$ cat src/logic/cce_pkg.sv
package cce_pkg;
   // Channel and time-base counts
   localparam int unsigned CCE_NCHAN = 5;
   localparam int unsigned CCE_NTB = 3;
   localparam int unsigned CCE_NPWM = 2;

   // Register offsets on the byte-wide register port
   localparam logic [11:0] CCE_ADDR_TB_SEL = 12'h21f;
   localparam logic [11:0] CCE_ADDR_FLAGS = 12'h712;

   // Reset values
   localparam logic [7:0] CCE_TB_SEL_RST = 8'h00;
   localparam logic [4:0] CCE_FLAGS_RST = 5'h00;
   localparam logic [15:0] CCE_T1_RST = 16'h0000;
   localparam logic [7:0] CCE_TB_RST = 8'h00;
   localparam logic [7:0] CCE_RDATA_RST = 8'h00;

   // Field layout of the time-base select register
   localparam int unsigned CCE_TB_FIELD0_LSB = 2;
   localparam int unsigned CCE_TB_FIELD1_LSB = 4;
   localparam logic [7:0] CCE_TB_SEL_MASK = 8'h3c;

   // Time-base select codes
   localparam logic [1:0] CCE_TB_RSVD = 2'h0;
   localparam logic [1:0] CCE_TB_SECOND = 2'h1;
   localparam logic [1:0] CCE_TB_FOURTH = 2'h2;
   localparam logic [1:0] CCE_TB_SIXTH = 2'h3;

   // Channel mode codes
   localparam logic [1:0] CCE_MODE_OFF = 2'h0;
   localparam logic [1:0] CCE_MODE_CAPTURE = 2'h1;
   localparam logic [1:0] CCE_MODE_COMPARE = 2'h2;
   localparam logic [1:0] CCE_MODE_PWM = 2'h3;

   // Bit positions in the module disable bits
   localparam int unsigned CCE_MD_FIRST = 0;
   localparam int unsigned CCE_MD_SECOND = 1;
   localparam int unsigned CCE_MD_FOURTH = 2;
   localparam int unsigned CCE_MD_SIXTH = 3;
endpackage

$ cat src/logic/cce_link_if.sv
`timescale 1ns/10ps
// Link between the channel glue and the companion timers
interface cce_link_if;
   logic [15:0] t1_count;
   logic [2:0][7:0] tb_count;
   logic special_trigger;

   modport chan_end (
      input t1_count,
      input tb_count,
      output special_trigger
   );

   modport timer_end (
      output t1_count,
      output tb_count,
      input special_trigger
   );
endinterface

$ cat src/logic/cce_chan_end.sv
// How it works
// - Trigger clears first timer count to zero
// - Trigger clear never raises timer flag
// - Trigger channel still sets its own flag
// - Compare value acts as first timer period
// - Software count write beats trigger clear
// - Software keeps first timer synchronous, instruction-clocked
// - Asynchronous first timer may miss triggers
// - Disable bit holds timer in reset
// - Five flags in bits 4:0, reset zero
// - Capture sets flag until software clears
// - Compare match sets flag, software clears
// - PWM trailing edge sets channel flag
// - Select field picks second, fourth, sixth timer
// - Period match clears time-base next clock
`timescale 1ns/10ps
module cce_chan_end import cce_pkg::*; (
   input wire logic clk, // System clock
   input wire logic sys_rst, // Synchronous reset, active high
   cce_link_if.chan_end link, // Timer link
   input wire logic [11:0] reg_addr, // Register address
   input wire logic reg_wr, // Register write strobe
   input wire logic reg_rd, // Register read strobe
   input wire logic [7:0] reg_wdata, // Register write data
   output logic [7:0] reg_rdata, // Register read data
   input wire logic [4:0][1:0] chan_mode, // Mode per channel
   input wire logic [4:0] chan_trig_en, // Special trigger enable
   input wire logic [4:0][15:0] compare_value, // Compare or duty
   input wire logic [4:0] capture_in, // Capture inputs
   input wire logic [1:0][7:0] pwm_duty, // Duty of PWM outputs
   output logic [4:0] chan_out, // Channel outputs
   output logic [1:0] pwm_out, // PWM outputs
   output logic [4:0][15:0] capture_value, // Captured counts
   output logic [4:0] event_flags // Channel event flags
);

   // All state of the channel glue
   typedef struct packed {
      logic [7:0] tb_sel;
      logic [4:0] flags;
      logic [7:0] rdata;
      logic [4:0] cap_in;
      logic [4:0] match;
      logic [4:0] chan_out;
      logic [1:0] pwm_out;
      logic [4:0][15:0] cap_val;
   } cce_chan_st_t;

   cce_chan_st_t st_q;
   cce_chan_st_t st_d;
   logic [4:0] match_c;
   logic [4:0] set_c;
   logic trig_c;
   logic [1:0] tb_ok_c;
   logic [1:0][7:0] tb_cnt_c;

   // one time-base pick for each select field
   for (genvar g = 0; g < CCE_NPWM; g++) begin : gen_field
      // Bit position of this field
      localparam int unsigned FLSB = (g == 0) ? CCE_TB_FIELD0_LSB
         : CCE_TB_FIELD1_LSB;
      cce_tb_mux #(
         .CW(8)
      ) cce_tb_mux_i (
         .sel(st_q.tb_sel[FLSB +: 2]),
         .cnt(link.tb_count),
         .ok(tb_ok_c[g]),
         .val(tb_cnt_c[g])
      );
   end

   // Next-state logic
   always_comb begin
      st_d = st_q;
      set_c = 5'h00;
      trig_c = 1'b0;
      match_c = 5'h00;

      // Stand-alone PWM outputs, low while the select is reserved
      for (int p = 0; p < CCE_NPWM; p++) begin
         st_d.pwm_out[p] = tb_ok_c[p] && (tb_cnt_c[p] < pwm_duty[p]);
      end

      // Per-channel behaviour by mode
      for (int i = 0; i < CCE_NCHAN; i++) begin
         match_c[i] = (link.t1_count == compare_value[i]);
         st_d.cap_in[i] = capture_in[i];
         case (chan_mode[i])
            CCE_MODE_CAPTURE: begin
               st_d.chan_out[i] = 1'b0;
               // Rising edge of the synchronous capture input
               // capture event
               if (capture_in[i] && !st_q.cap_in[i]) begin
                  st_d.cap_val[i] = link.t1_count;
                  set_c[i] = 1'b1;
               end
            end
            CCE_MODE_COMPARE: begin
               st_d.chan_out[i] = match_c[i];
               if (match_c[i] && !st_q.match[i]) begin
                  set_c[i] = 1'b1;
               end
               // Level trigger, the timer clears on the next edge
               // compare is period
               if (match_c[i] && chan_trig_en[i]) begin
                  trig_c = 1'b1;
               end
            end
            CCE_MODE_PWM: begin
               // Channels in PWM mode run on the first select field
               st_d.chan_out[i] = tb_ok_c[0]
                  && (tb_cnt_c[0] < compare_value[i][7:0]);
               // Entering PWM from a high output also counts
               // trailing edge
               if (st_q.chan_out[i] && !st_d.chan_out[i]) begin
                  set_c[i] = 1'b1;
               end
            end
            default: begin
               st_d.chan_out[i] = 1'b0;
            end
         endcase
      end
      // Remember match levels for edge detection
      st_d.match = match_c;

      // set wins over a flag write
      if (reg_wr && (reg_addr == CCE_ADDR_FLAGS)) begin
         st_d.flags = reg_wdata[4:0] | set_c;
      end else begin
         st_d.flags = st_q.flags | set_c;
      end

      // Time-base select write, unimplemented bits stay zero
      if (reg_wr && (reg_addr == CCE_ADDR_TB_SEL)) begin
         st_d.tb_sel = reg_wdata & CCE_TB_SEL_MASK;
      end

      // Registered read, unmapped addresses read zero
      if (reg_rd) begin
         case (reg_addr)
            CCE_ADDR_FLAGS: st_d.rdata = {3'h0, st_q.flags};
            CCE_ADDR_TB_SEL: st_d.rdata = st_q.tb_sel;
            default: st_d.rdata = 8'h00;
         endcase
      end
   end

   // State register
   // Everything idles at zero after reset
   always_ff @(posedge clk) begin
      if (sys_rst) begin
         st_q.tb_sel <= CCE_TB_SEL_RST;
         st_q.flags <= CCE_FLAGS_RST;
         st_q.rdata <= CCE_RDATA_RST;
         st_q.cap_in <= 5'h00;
         st_q.match <= 5'h00;
         st_q.chan_out <= 5'h00;
         st_q.pwm_out <= 2'h0;
         st_q.cap_val <= '0;
      end else begin
         st_q <= st_d;
      end
   end

   // Outputs
   // Data outputs come straight from flip-flops
   assign reg_rdata = st_q.rdata;
   assign chan_out = st_q.chan_out;
   assign pwm_out = st_q.pwm_out;
   assign capture_value = st_q.cap_val;
   assign event_flags = st_q.flags;
   // Kept combinational so the timer acts in the match cycle
   // trigger request
   assign link.special_trigger = trig_c;

endmodule // cce_chan_end

// Picks one time-base count for a select field
module cce_tb_mux import cce_pkg::*; #(
   parameter int unsigned CW = 8 // Count width
) (
   input wire logic [1:0] sel, // Select field
   input wire logic [2:0][CW-1:0] cnt, // Counts of the time bases
   output logic ok, // A time base is selected
   output logic [CW-1:0] val // Selected count
);

   always_comb begin
      ok = 1'b1;
      val = cnt[0];
      case (sel)
         CCE_TB_SECOND: val = cnt[0];
         CCE_TB_FOURTH: val = cnt[1];
         CCE_TB_SIXTH: val = cnt[2];
         // Reserved code: nothing selected, output held low
         default: begin
            ok = 1'b0;
            val = '0;
         end
      endcase
   end

endmodule // cce_tb_mux

$ cat src/flat_wrapper.sv
// flat-port wrapper written by rule: the top's interface ports become plain ports
module cce_chan_end_flat import cce_pkg::*;
  (clk, sys_rst, reg_addr, reg_wr, reg_rd, reg_wdata, reg_rdata, chan_mode, chan_trig_en, compare_value, capture_in, pwm_duty, chan_out, pwm_out, capture_value, event_flags, link_t1_count, link_tb_count, link_special_trigger);
  cce_link_if link_i ();
  input wire logic clk;
  input wire logic sys_rst;
  input wire logic [11:0] reg_addr;
  input wire logic reg_wr;
  input wire logic reg_rd;
  input wire logic [7:0] reg_wdata;
  output logic [7:0] reg_rdata;
  input wire logic [4:0][1:0] chan_mode;
  input wire logic [4:0] chan_trig_en;
  input wire logic [4:0][15:0] compare_value;
  input wire logic [4:0] capture_in;
  input wire logic [1:0][7:0] pwm_duty;
  output logic [4:0] chan_out;
  output logic [1:0] pwm_out;
  output logic [4:0][15:0] capture_value;
  output logic [4:0] event_flags;
  input wire logic [$bits(link_i.t1_count)-1:0] link_t1_count;
  input wire logic [$bits(link_i.tb_count)-1:0] link_tb_count;
  output wire logic [$bits(link_i.special_trigger)-1:0] link_special_trigger;
  assign link_i.t1_count = link_t1_count;
  assign link_i.tb_count = link_tb_count;
  assign link_special_trigger = link_i.special_trigger;
  cce_chan_end u_core (.clk(clk), .sys_rst(sys_rst), .link(link_i), .reg_addr(reg_addr), .reg_wr(reg_wr), .reg_rd(reg_rd), .reg_wdata(reg_wdata), .reg_rdata(reg_rdata), .chan_mode(chan_mode), .chan_trig_en(chan_trig_en), .compare_value(compare_value), .capture_in(capture_in), .pwm_duty(pwm_duty), .chan_out(chan_out), .pwm_out(pwm_out), .capture_value(capture_value), .event_flags(event_flags));
endmodule
$ cat config.mk
export PLATFORM = sky130hd
export DESIGN_NAME = cce_chan_end_flat
export DESIGN_NICKNAME = d
export VERILOG_FILES = /design/src/logic/cce_pkg.sv /design/src/logic/cce_link_if.sv /design/src/logic/cce_chan_end.sv /design/src/flat_wrapper.sv
export SDC_FILE = /design/constraint.sdc
export NUM_CORES = 1
export LEC_CHECK = 0
export ABC_AREA = 1
export ABC_CLOCK_PERIOD_IN_PS = 5600
export BUFFER_PORTS_ARGS = -buffer_cell sky130_fd_sc_hd__buf_2
export CELL_PAD_IN_SITES_DETAIL_PLACEMENT = 0
export CELL_PAD_IN_SITES_GLOBAL_PLACEMENT = 2
export CORE_MARGIN = 2
export CORE_UTILIZATION = 30
export CTS_BUF_LIST = sky130_fd_sc_hd__clkbuf_8
export CTS_CLUSTER_SIZE = 40
export DETAILED_ROUTE_END_ITERATION = 8
export PLACE_DENSITY_LB_ADDON = 0.1
export SYNTH_ARGS = -nofsm -noshare
export SYNTH_HDL_FRONTEND = slang
export SYNTH_HIERARCHICAL = 1
export SYNTH_SLANG_ARGS = --single-unit
$ cat constraint.sdc
create_clock -name clk -period 5.6 [get_ports clk]
set_clock_uncertainty 0.15 [all_clocks]
set_input_delay 0.56 -clock clk [delete_from_list [all_inputs] [get_ports clk]]
set_output_delay 0.56 -clock clk [all_outputs]
set_load 0.02 [all_outputs]
* After elaboration in Yosys (flattened, before gate mapping)
Index checks and enable logic that the tools add are counted.
** Word-level totals
- Register bits :: 114
- Output and inout bits :: 101
** Cells by class
- Magnitude comparators :: 7
- Equal/unequal tests :: 28
- Multiplexer cells :: 41
- Bitwise logic cells :: 2
- Reduce and logical (&&, ||, !) cells :: 51
** Operators with widths (count)
- 16-bit equality test :: 5
- 8-bit less-than comparator :: 7
- 8-bit one-hot mux with 3 select lines :: 2
- 1-bit logical AND :: 29
- 2-bit equality test (second input constant) :: 14
- 1-bit 2-to-1 mux :: 27
- 1-bit zero test :: 15
- 1-bit one-hot mux with 3 select lines :: 5
- 2-bit by 1-bit equality test with 1-bit output (second input constant) :: 7
- 12-bit by 10-bit equality test with 1-bit output (second input constant) :: 1
- 12-bit by 11-bit equality test with 1-bit output (second input constant) :: 1
- 6-bit one-hot mux with 2 select lines :: 1
- 5-bit bitwise OR :: 2
- 1-bit one-hot mux with 2 select lines :: 5
- 2-bit AND reduction :: 5
- 3-bit OR reduction :: 2
- 5-bit 2-to-1 mux :: 1

* Longest topological paths before layout
Gate-level depths: netlist of the first run.
- Depth in word-level cells :: 12
- Depth in mapped cells :: 15
- Gate-level depth less buffers :: 14

* Modules after synthesis
The synthesis of the first run kept the hierarchy.
** Modules (own cells, without submodules)
- cce_chan_end :: instances 1, cells each 1047, area an instance 7362.1 um2
- cce_tb_mux :: instances 2, cells each 39, area an instance 260.2 um2

* Worst setup path after synthesis of the first run
Ideal clock, no wire load.
- Kind :: input to output
- From :: input link_t1_count[14]
- To :: output link_special_trigger
- Data arrival time :: 1554 ps
- Slack :: 3336 ps
- Stages on the path :: 11
- Cell sequence :: buf_2 > xor2_1 > nor2_1 > nand2_1 > nor2_1 > nand2_1 > clkinv_1 > nand3_2 > nand2_1 > inv_1 > nand2_1
** Between the ends
- Cells in the longest elaborated chain, start to end :: 12
- Elaborated cells on any way between the ends :: 20
** RTL lines
- start, declared :: RTL line flat_wrapper.sv:21 : input wire logic [$bits(link_i.t1_count)-1:0] link_t1_count;
- 16-bit equality test :: RTL line cce_chan_end.sv:86 : match_c[i] = (link.t1_count == compare_value[i]);
- 1-bit logical AND :: RTL line cce_chan_end.sv:105 : if (match_c[i] && chan_trig_en[i]) begin
- 1-bit 2-to-1 mux :: RTL line cce_chan_end.sv:105
- 1-bit 2-to-1 mux :: RTL line cce_chan_end.sv:88 : case (chan_mode[i])
- 1-bit 2-to-1 mux :: RTL line cce_chan_end.sv:105
- 1-bit 2-to-1 mux :: RTL line cce_chan_end.sv:88
- 1-bit 2-to-1 mux :: RTL line cce_chan_end.sv:105
- 1-bit 2-to-1 mux :: RTL line cce_chan_end.sv:88
- 1-bit 2-to-1 mux :: RTL line cce_chan_end.sv:105
- 1-bit 2-to-1 mux :: RTL line cce_chan_end.sv:88
- 1-bit 2-to-1 mux :: RTL line cce_chan_end.sv:105
- 1-bit 2-to-1 mux * :: RTL line cce_chan_end.sv:88
- end, declared :: RTL line flat_wrapper.sv:23 : output wire logic [$bits(link_i.special_trigger)-1:0] link_special_trigger;
Mark *: on every way between the ends. The rest lies on a longest branch, timed or not.

==> flow_summary.yaml, run 1 <==
power_and_ir_drop:
  p_total_w: 0.00170
  power_density_mw_per_mm2: 192
  leakage_nw: 4.79
  peakVddDrop_uv: 120
yosys:
  syn_inst: 1125
  synthFlopType: "dfxtp_1"
  ys.warnings.count: 6
  postSynth.asyncResetShare_pct: 0
  syn_avg_cell_area_um2: 7.01
  synth_top_area_share_pct: 28.4
  synth_top_area_cell: "dfxtp_1"
  synth-seq-cells: 112
  synth-edff-count: 0
  seq_area_frac_synth_pct: 28.4
  ys_top_cells_by_area: "dfxtp_1 (28%), buf_4 (11%), ha_1 (7.8%)"
  yosys-top-cells-count: "nand2_1 (158), nor2_1 (143), inv_1 (121)"
  synth.most_common_cell: "nand2_1"
  synth.distinct_cells: 38
  syn_area_mm2: 0.00788
worst_setup_path:
  cp_max_fo: 19
  reg2reg_slack_ps: 2480
  cp_data_arrival_time_ps: 3260
  cp-start-kind: "flop"
  end_kind: "flop"
  crit_chain: "inv_2, nand3_1, nand3_1, ha_1, nand2_1, nand2_1, nor2_1, and3_1, nand2_1, a21oi_1, nand3_1, nand2_1, inv_1"
  cp.required_ps: 5740
  worst_r2r_path_depth: 13
  reg2reg_to: "u_core/event_flags[2]"
  slowest_stage: "dfxtp_1"
  worst_path_most_repeated_cell: "nand2_1"
  critPathMaxStageDelay_ps: 840
  worst-path-buf-inv: 2
  reg2reg_from: "u_core/st_q[113]"
  critical_path_class: "flop to flop"
  critPathTopFamily: "simple AND/OR/NAND/NOR gates"
worst_hold_path:
  hp-start: "capture_in[2]"
  min_path_type: "primary input to flop"
  holdPathStages: 3
  hold_end: "u_core/st_q[94]"
floorplan:
  io_pins: 281
  die_area_mm2: 0.0276
  start_util_pct: 30.4
  core-area_mm2: 0.0259
  die_y_um: 166
  die_x_um: 166
  num_rows: 59
grt:
  overflow: 0
  grt_pass1_vias: 6833
  antenna_found_initial: 4
  grt_use_total_pct: 18.2
  grt_pass1_wl_mm: 38.9
  grt_max_degree: 78
clock_network:
  clock-sinks: 112
  postCtsHoldBufs: 0
  clkSlewWorstSetupHoldPaths_ps: 120
  clock_latency_ps: 400
  cts_root_buffer: "clkbuf_8"
  cts_tree: "built"
  cts_resized: 0
  h-tree-depth: 3
  cts_buffers: 9
  clockBufferDepth: 2
  post_cts_buffers: 0
place:
  placed_area_mm2: 0.00862
  io_buffers: 276
  hpwl_mm: 20.4
  gp_congestion: 0.790
detailed_routing:
  routedWlPerCell_um: 15.8
  routed_wl_mm: 25.4
  drt-vias-per-instance: 4.44
  remaining_drc_errors: 0
  drtIter0Drc: 418
  num_vias: 7147
  firstDrtPassIters: 4
  ant_nets: 0
sta:
  post-route-min-period_ps: 3120
  rsz0062_at_grt: "false"
  fmax_mhz: 320
  worst_pin_slew_ps: 978
  hold_viol: 0
  finalSetupViolCount: 0
  setup_tns_ps: 0
  fin_crit_sh_pct: 55.8
  final_max_slew_viol_count: 0
  maxSlewHeadroom_pct: 34.8
job:
  max_cap_viol_count: 0
outcome:
  status: "finished clean"
final_layout:
  nets: 1495
  area_delta_synth_final_pct: 12.0
  layout-drive-gt1-share_pct: 26.0
  fin_area_mm2: 0.00883
-- worst max-delay path by stage --
stage,from,end,slack [ps],depth (start not counted)
2_1_floorplan,link_t1_count[14],link_special_trigger,3340,11
3_3_place_gp,u_core/st_q[113],u_core/event_flags[1],2500,13
3_5_place_dp,u_core/st_q[113],u_core/event_flags[1],2500,13
4_1_cts,u_core/st_q[113],u_core/event_flags[1],2440,13
5_1_grt,u_core/st_q[113],u_core/event_flags[1],2160,13
6_report,u_core/st_q[113],u_core/event_flags[2],2480,13
-- worst reg2reg max path, delay by kind of cell (launching register included) --
family,cells,cell delay [ps]
AO/OA/AOI/OAI,1,180
adder cells (fa/ha/maj),1,470
buffers and inverters,2,270
AND/OR/NAND/NOR,9,1100
flip-flops,1,840
-- layer usage --
layer  wire, um  share of wire (%)  global-route usage (%)
met5          0                  0                       0
met4        305                1.2                    4.50
met3       1730                6.8                    4.74
met2      11600                 46                    29.2
met1      11800                 46                    24.3
-- placed cells by master, fill, tap and decap left out, drive strengths merged --
cell,Yosys,layout
a31oi,1,1
o21a,2,2
o21ai,98,98
nor2,150,150
nand4,22,22
diode,0,5
clkbuf,20,9
buf,131,280
nor3,2,2
nand3,90,90
conb,1,2
nand2,159,159
clkinv,3,5
dfxtp,112,112
a21o,1,1
a211oi,1,1
o211ai,3,3
nand3b,3,3
inv,128,132
xor2,48,48
clkinvlp,0,1
ha,49,49
and3,13,13
xnor2,12,12
a21oi,76,76
-- power by group --
group	total (W)	switching [W]	internal (W)	leakage (nW)
Sequential	0.000844	0.0000149	0.000829	0.913
Clock	0.000502	0.000325	0.000176	0.0984
Combinational	0.000351	0.000220	0.000130	3.78
-- registers in the layout (all words and copies together), names as in the netlist --
register,count
u_core/chan_out,5
u_core/st_q,14
u_core/reg_rdata,6
u_core/capture_value,80
u_core/event_flags,5
u_core/pwm_out,2
-- layout make-up --
type | instances | area, um^2
clock buffer | 9 | 124
inverter | 131 | 502
timing repair buffer | 280 | 1410
sequential | 112 | 2240
antenna | 5 | 12.5
clock inverter | 7 | 71.3
multi-input combinational | 732 | 4050
tap | 335 | 419
fill | 2933 | 17100
-- through the flow --
step	utilization, %	worst slack, ps	hold WS (ps)	std cells
CTS	34.0	2440	192	1606
finish	34.1	2480	213	1611
floorplan	-	3340	298	1126
detailed placement	33.3	2500	318	1590
global route	34.1	2160	212	1608
global placement	33.3	2500	314	1590
-- cells by family after synthesis --
| kind of cell | share of synthesized area [%] |
|---|---|
| other cells | 0.0476 |
| compound gates | 11.8 |
| simple gates | 25.0 |
| flops | 28.4 |
| fa+ha+maj | 7.78 |
| xor+xnor | 6.67 |
| buf+inv | 20.2 |
Power figures use the tool's default switching activity.
==> run 2: changes to the inputs <==
- ABC_AREA: 1 -> 0
- ABC_CLOCK_PERIOD_IN_PS: 5600 -> 2700
- CORE_UTILIZATION: 30 -> 26
- clock period: 5.6 -> 2.7 ns (I/O delays scaled with it)
==> run 2 against run 1 <==
Combinational power increased by 110%. First-iteration DRC count decreased by 6.2%. Global-route usage increased by 0.70 points. Clock power increased by 130%.
==> flow_summary.yaml, run 2 <==
power_and_ir_drop:
  p_total_w: 0.00361
  p_sw_share_pct: 32.1
  combPwrFrac_pct: 19.9
  power_density_mw_per_mm2: 388
  leakage_nw: 4.45
  p_seq_share_pct: 47.7
  internal-power_w: 0.00245
  switchingPower_w: 0.00116
  peakVddDrop_uv: 206
  p_clk_share_pct: 32.3
worst_hold_path:
  min_path_type: "primary input to flop"
  holdPathStages: 2
  hp-start: "reg_rd"
  hold_end: "u_core/reg_rdata[2]"
clock_network:
  h-tree-depth: 3
  cts_root_buffer: "clkbuf_8"
  clockBufferDepth: 2
  cts_buffers: 9
  clkSlewWorstSetupHoldPaths_ps: 130
  cts_tree: "built"
  clock-sinks: 112
  clock_latency_ps: 390
sta:
  hold_viol: 0
  fmax_mhz: 378
  worst_pin_slew_ps: 829
  setup_ws_ps: 54.3
  fin_crit_sh_pct: 98.0
  hold_ws_ps: 44.3
  finalSetupViolCount: 0
  final_max_slew_viol_count: 0
  maxSlewHeadroom_pct: 44.8
  rsz0062_at_grt: "true"
  setup_tns_ps: 0
  post-route-min-period_ps: 2650
place:
  gp_congestion: 0.816
  hpwl_mm: 23.1
  placed_cells: 1471
  io_buffers: 276
  dp_slack_ps: -82.7
floorplan:
  die_x_um: 174
  num_rows: 62
  start_util_pct: 26.3
  io_pins: 281
  die_y_um: 174
  die_area_mm2: 0.0303
  core-area_mm2: 0.0286
final_layout:
  largest_register_ffs: 80
  stdcell_count: 1505
  area_delta_synth_final_pct: 23.7
  nets: 1339
  final_cell_mix: "buf_2 (275), nand2_1 (171), dfxtp_1 (111)"
  layout-drive-gt1-share_pct: 36.3
  final_common_cell: "buf_2"
grt:
  antenna_found_initial: 10
  overflow: 0
  top_usage_layer: "met2"
  grt_max_degree: 87
  met1_usage_pct: 23.7
  use_met3_pct: 4.68
  grt_use_total_pct: 18.9
  grtUsageMet2_pct: 32.9
  grt_pass1_vias: 6835
  grt_pass1_wl_mm: 42.7
yosys:
  synth-seq-cells: 112
  synth.distinct_cells: 50
  synth-edff-count: 0
  postSynth.asyncResetShare_pct: 0
  syn_avg_cell_area_um2: 8.20
  seq_area_frac_synth_pct: 29.8
  syn_inst: 917
  synth_top_area_share_pct: 29.8
  yosys-top-cells-count: "nand2_1 (171), dfxtp_1 (112), buf_4 (103)"
  synthFlopType: "dfxtp_1"
  synth_top_area_cell: "dfxtp_1"
  synth.most_common_cell: "nand2_1"
  ys_top_cells_by_area: "dfxtp_1 (30%), buf_4 (10%), xor2_1 (9.3%)"
  syn_area_mm2: 0.00752
  ys.warnings.count: 6
detailed_routing:
  routed_wl_mm: 29.1
  num_vias: 6752
  firstDrtPassIters: 4
  drt-vias-per-instance: 4.49
  routedWlPerCell_um: 19.3
  remaining_drc_errors: 0
  ant_nets: 0
  drtIter0Drc: 392
worst_setup_path:
  slowest_stage: "a2111o_1"
  reg2reg_from: "u_core/st_q[113]"
  cp_max_fo: 10
  crit_chain: "buf_12, mux2_4, a22o_4, ha_4, a211oi_2, o21ai_1, a2111o_1, nand4_1, a41oi_2"
  cp_data_arrival_time_ps: 2730
  reg2reg_slack_ps: 50
  worst_r2r_path_depth: 9
  critPathMaxStageDelay_ps: 460
  reg2reg_to: "u_core/event_flags[0]"
  end_kind: "flop"
  cp.required_ps: 2780
  critical_path_class: "flop to flop"
  cp-start-kind: "flop"
job:
  max_cap_viol_count: 0
outcome:
  status: "finished clean"
==> run 2: cell count changes in the layout (fill, tap and decap cells not counted), sizes merged, moves of 16 or more <==
cell   before  now
a21oi      76   95
mux2        0   18
xor2       48   80
nor2      150   14
o21ai      98    9
a22o        0   16
buf       280  328
nand3      90    7
inv       132   54
nor4        0   20
==> run 2: layout make-up <==
cell class / instances / area (um^2)
Antenna cell: 6 / 15.0
Clock buffer: 9 / 124
Clock inverter: 7 / 95.1
Fill cell: 3196 / 19300
Inverter: 52 / 195
Multi-Input combinational cell: 598 / 4250
Sequential cell: 112 / 2240
Tap cell: 384 / 480
Timing Repair Buffer: 337 / 1900
==> run 2: power by group through the flow <==
stage	clock network, W	registers (W)	logic (W)
after floorplan	0	0.00175	0.000411
after global placement	0	0.00176	0.000709
after detailed placement	0	0.00176	0.000709
after CTS	0.00122	0.00172	0.000724
after global routing	0.00127	0.00173	0.000791
final	0.00117	0.00172	0.000720
==> run 2: logic make-up after synthesis <==
| group | count (synthesis) | synth area share, % |
|---|---|---|
| AOI/OAI and AO/OA | 167 | 14.2 |
| xor gates and xnor gates | 80 | 9.32 |
| adders and majority gates | 49 | 8.15 |
| buffers and inverters | 208 | 16.8 |
| DFF | 112 | 29.8 |
| muxes | 21 | 3.29 |
| other | 1 | 0.0499 |
| and+or+nand+nor | 279 | 18.4 |
==> run 2: how the worst max path moves through the flow <==
stage / start / endpoint / slack [ps] / cells after the start
CTS: u_core/st_q[113] / u_core/event_flags[1] / -0.2 / 10
global route: u_core/st_q[113] / u_core/event_flags[0] / -30 / 9
global placement: u_core/st_q[113] / u_core/event_flags[1] / -60 / 9
detailed placement: u_core/st_q[113] / u_core/event_flags[1] / -80 / 9
floorplan: u_core/st_q[113] / u_core/event_flags[0] / 220 / 9
finish: u_core/st_q[113] / u_core/event_flags[0] / 50 / 9
==> run 2: repair_timing <==
action | CTS | global route
endpoints found under the hold margin | 9 | 0
resized for setup | 8 | 23
setup endpoints to repair | 9 | 8
pin swaps | 1 | 10
buffers inserted | 0 | 3
hold buffers | 9 | 0
==> run 2: stage by stage <==
| stage | instance area, um^2 | util (%) |
|---|---|---|
| 2_1_floorplan | 7520 | - |
| 3_3_place_gp | 8790 | 30.7 |
| 3_5_place_dp | 8790 | 30.7 |
| 4_1_cts | 9120 | 31.9 |
| 5_1_grt | 9300 | 32.5 |
| 6_report | 9310 | 32.5 |
==> run 2: metal layers <==
layer,part of all wire [%],up-vias
li1,-,3366
met1,44,3142
met2,48,202
met3,6.1,32
met4,1.3,10
met5,0.22,-
==> run 2: worst max-delay path: cells and delay by family (launching register included) <==
kind / cells / cell delay [ps]
AO/OA/AOI/OAI: 5 / 1200
adder cells (fa/ha/maj): 1 / 230
buffers and inverters: 1 / 120
flip-flops: 1 / 360
multiplexers: 1 / 300
AND/OR/NAND/NOR: 1 / 100
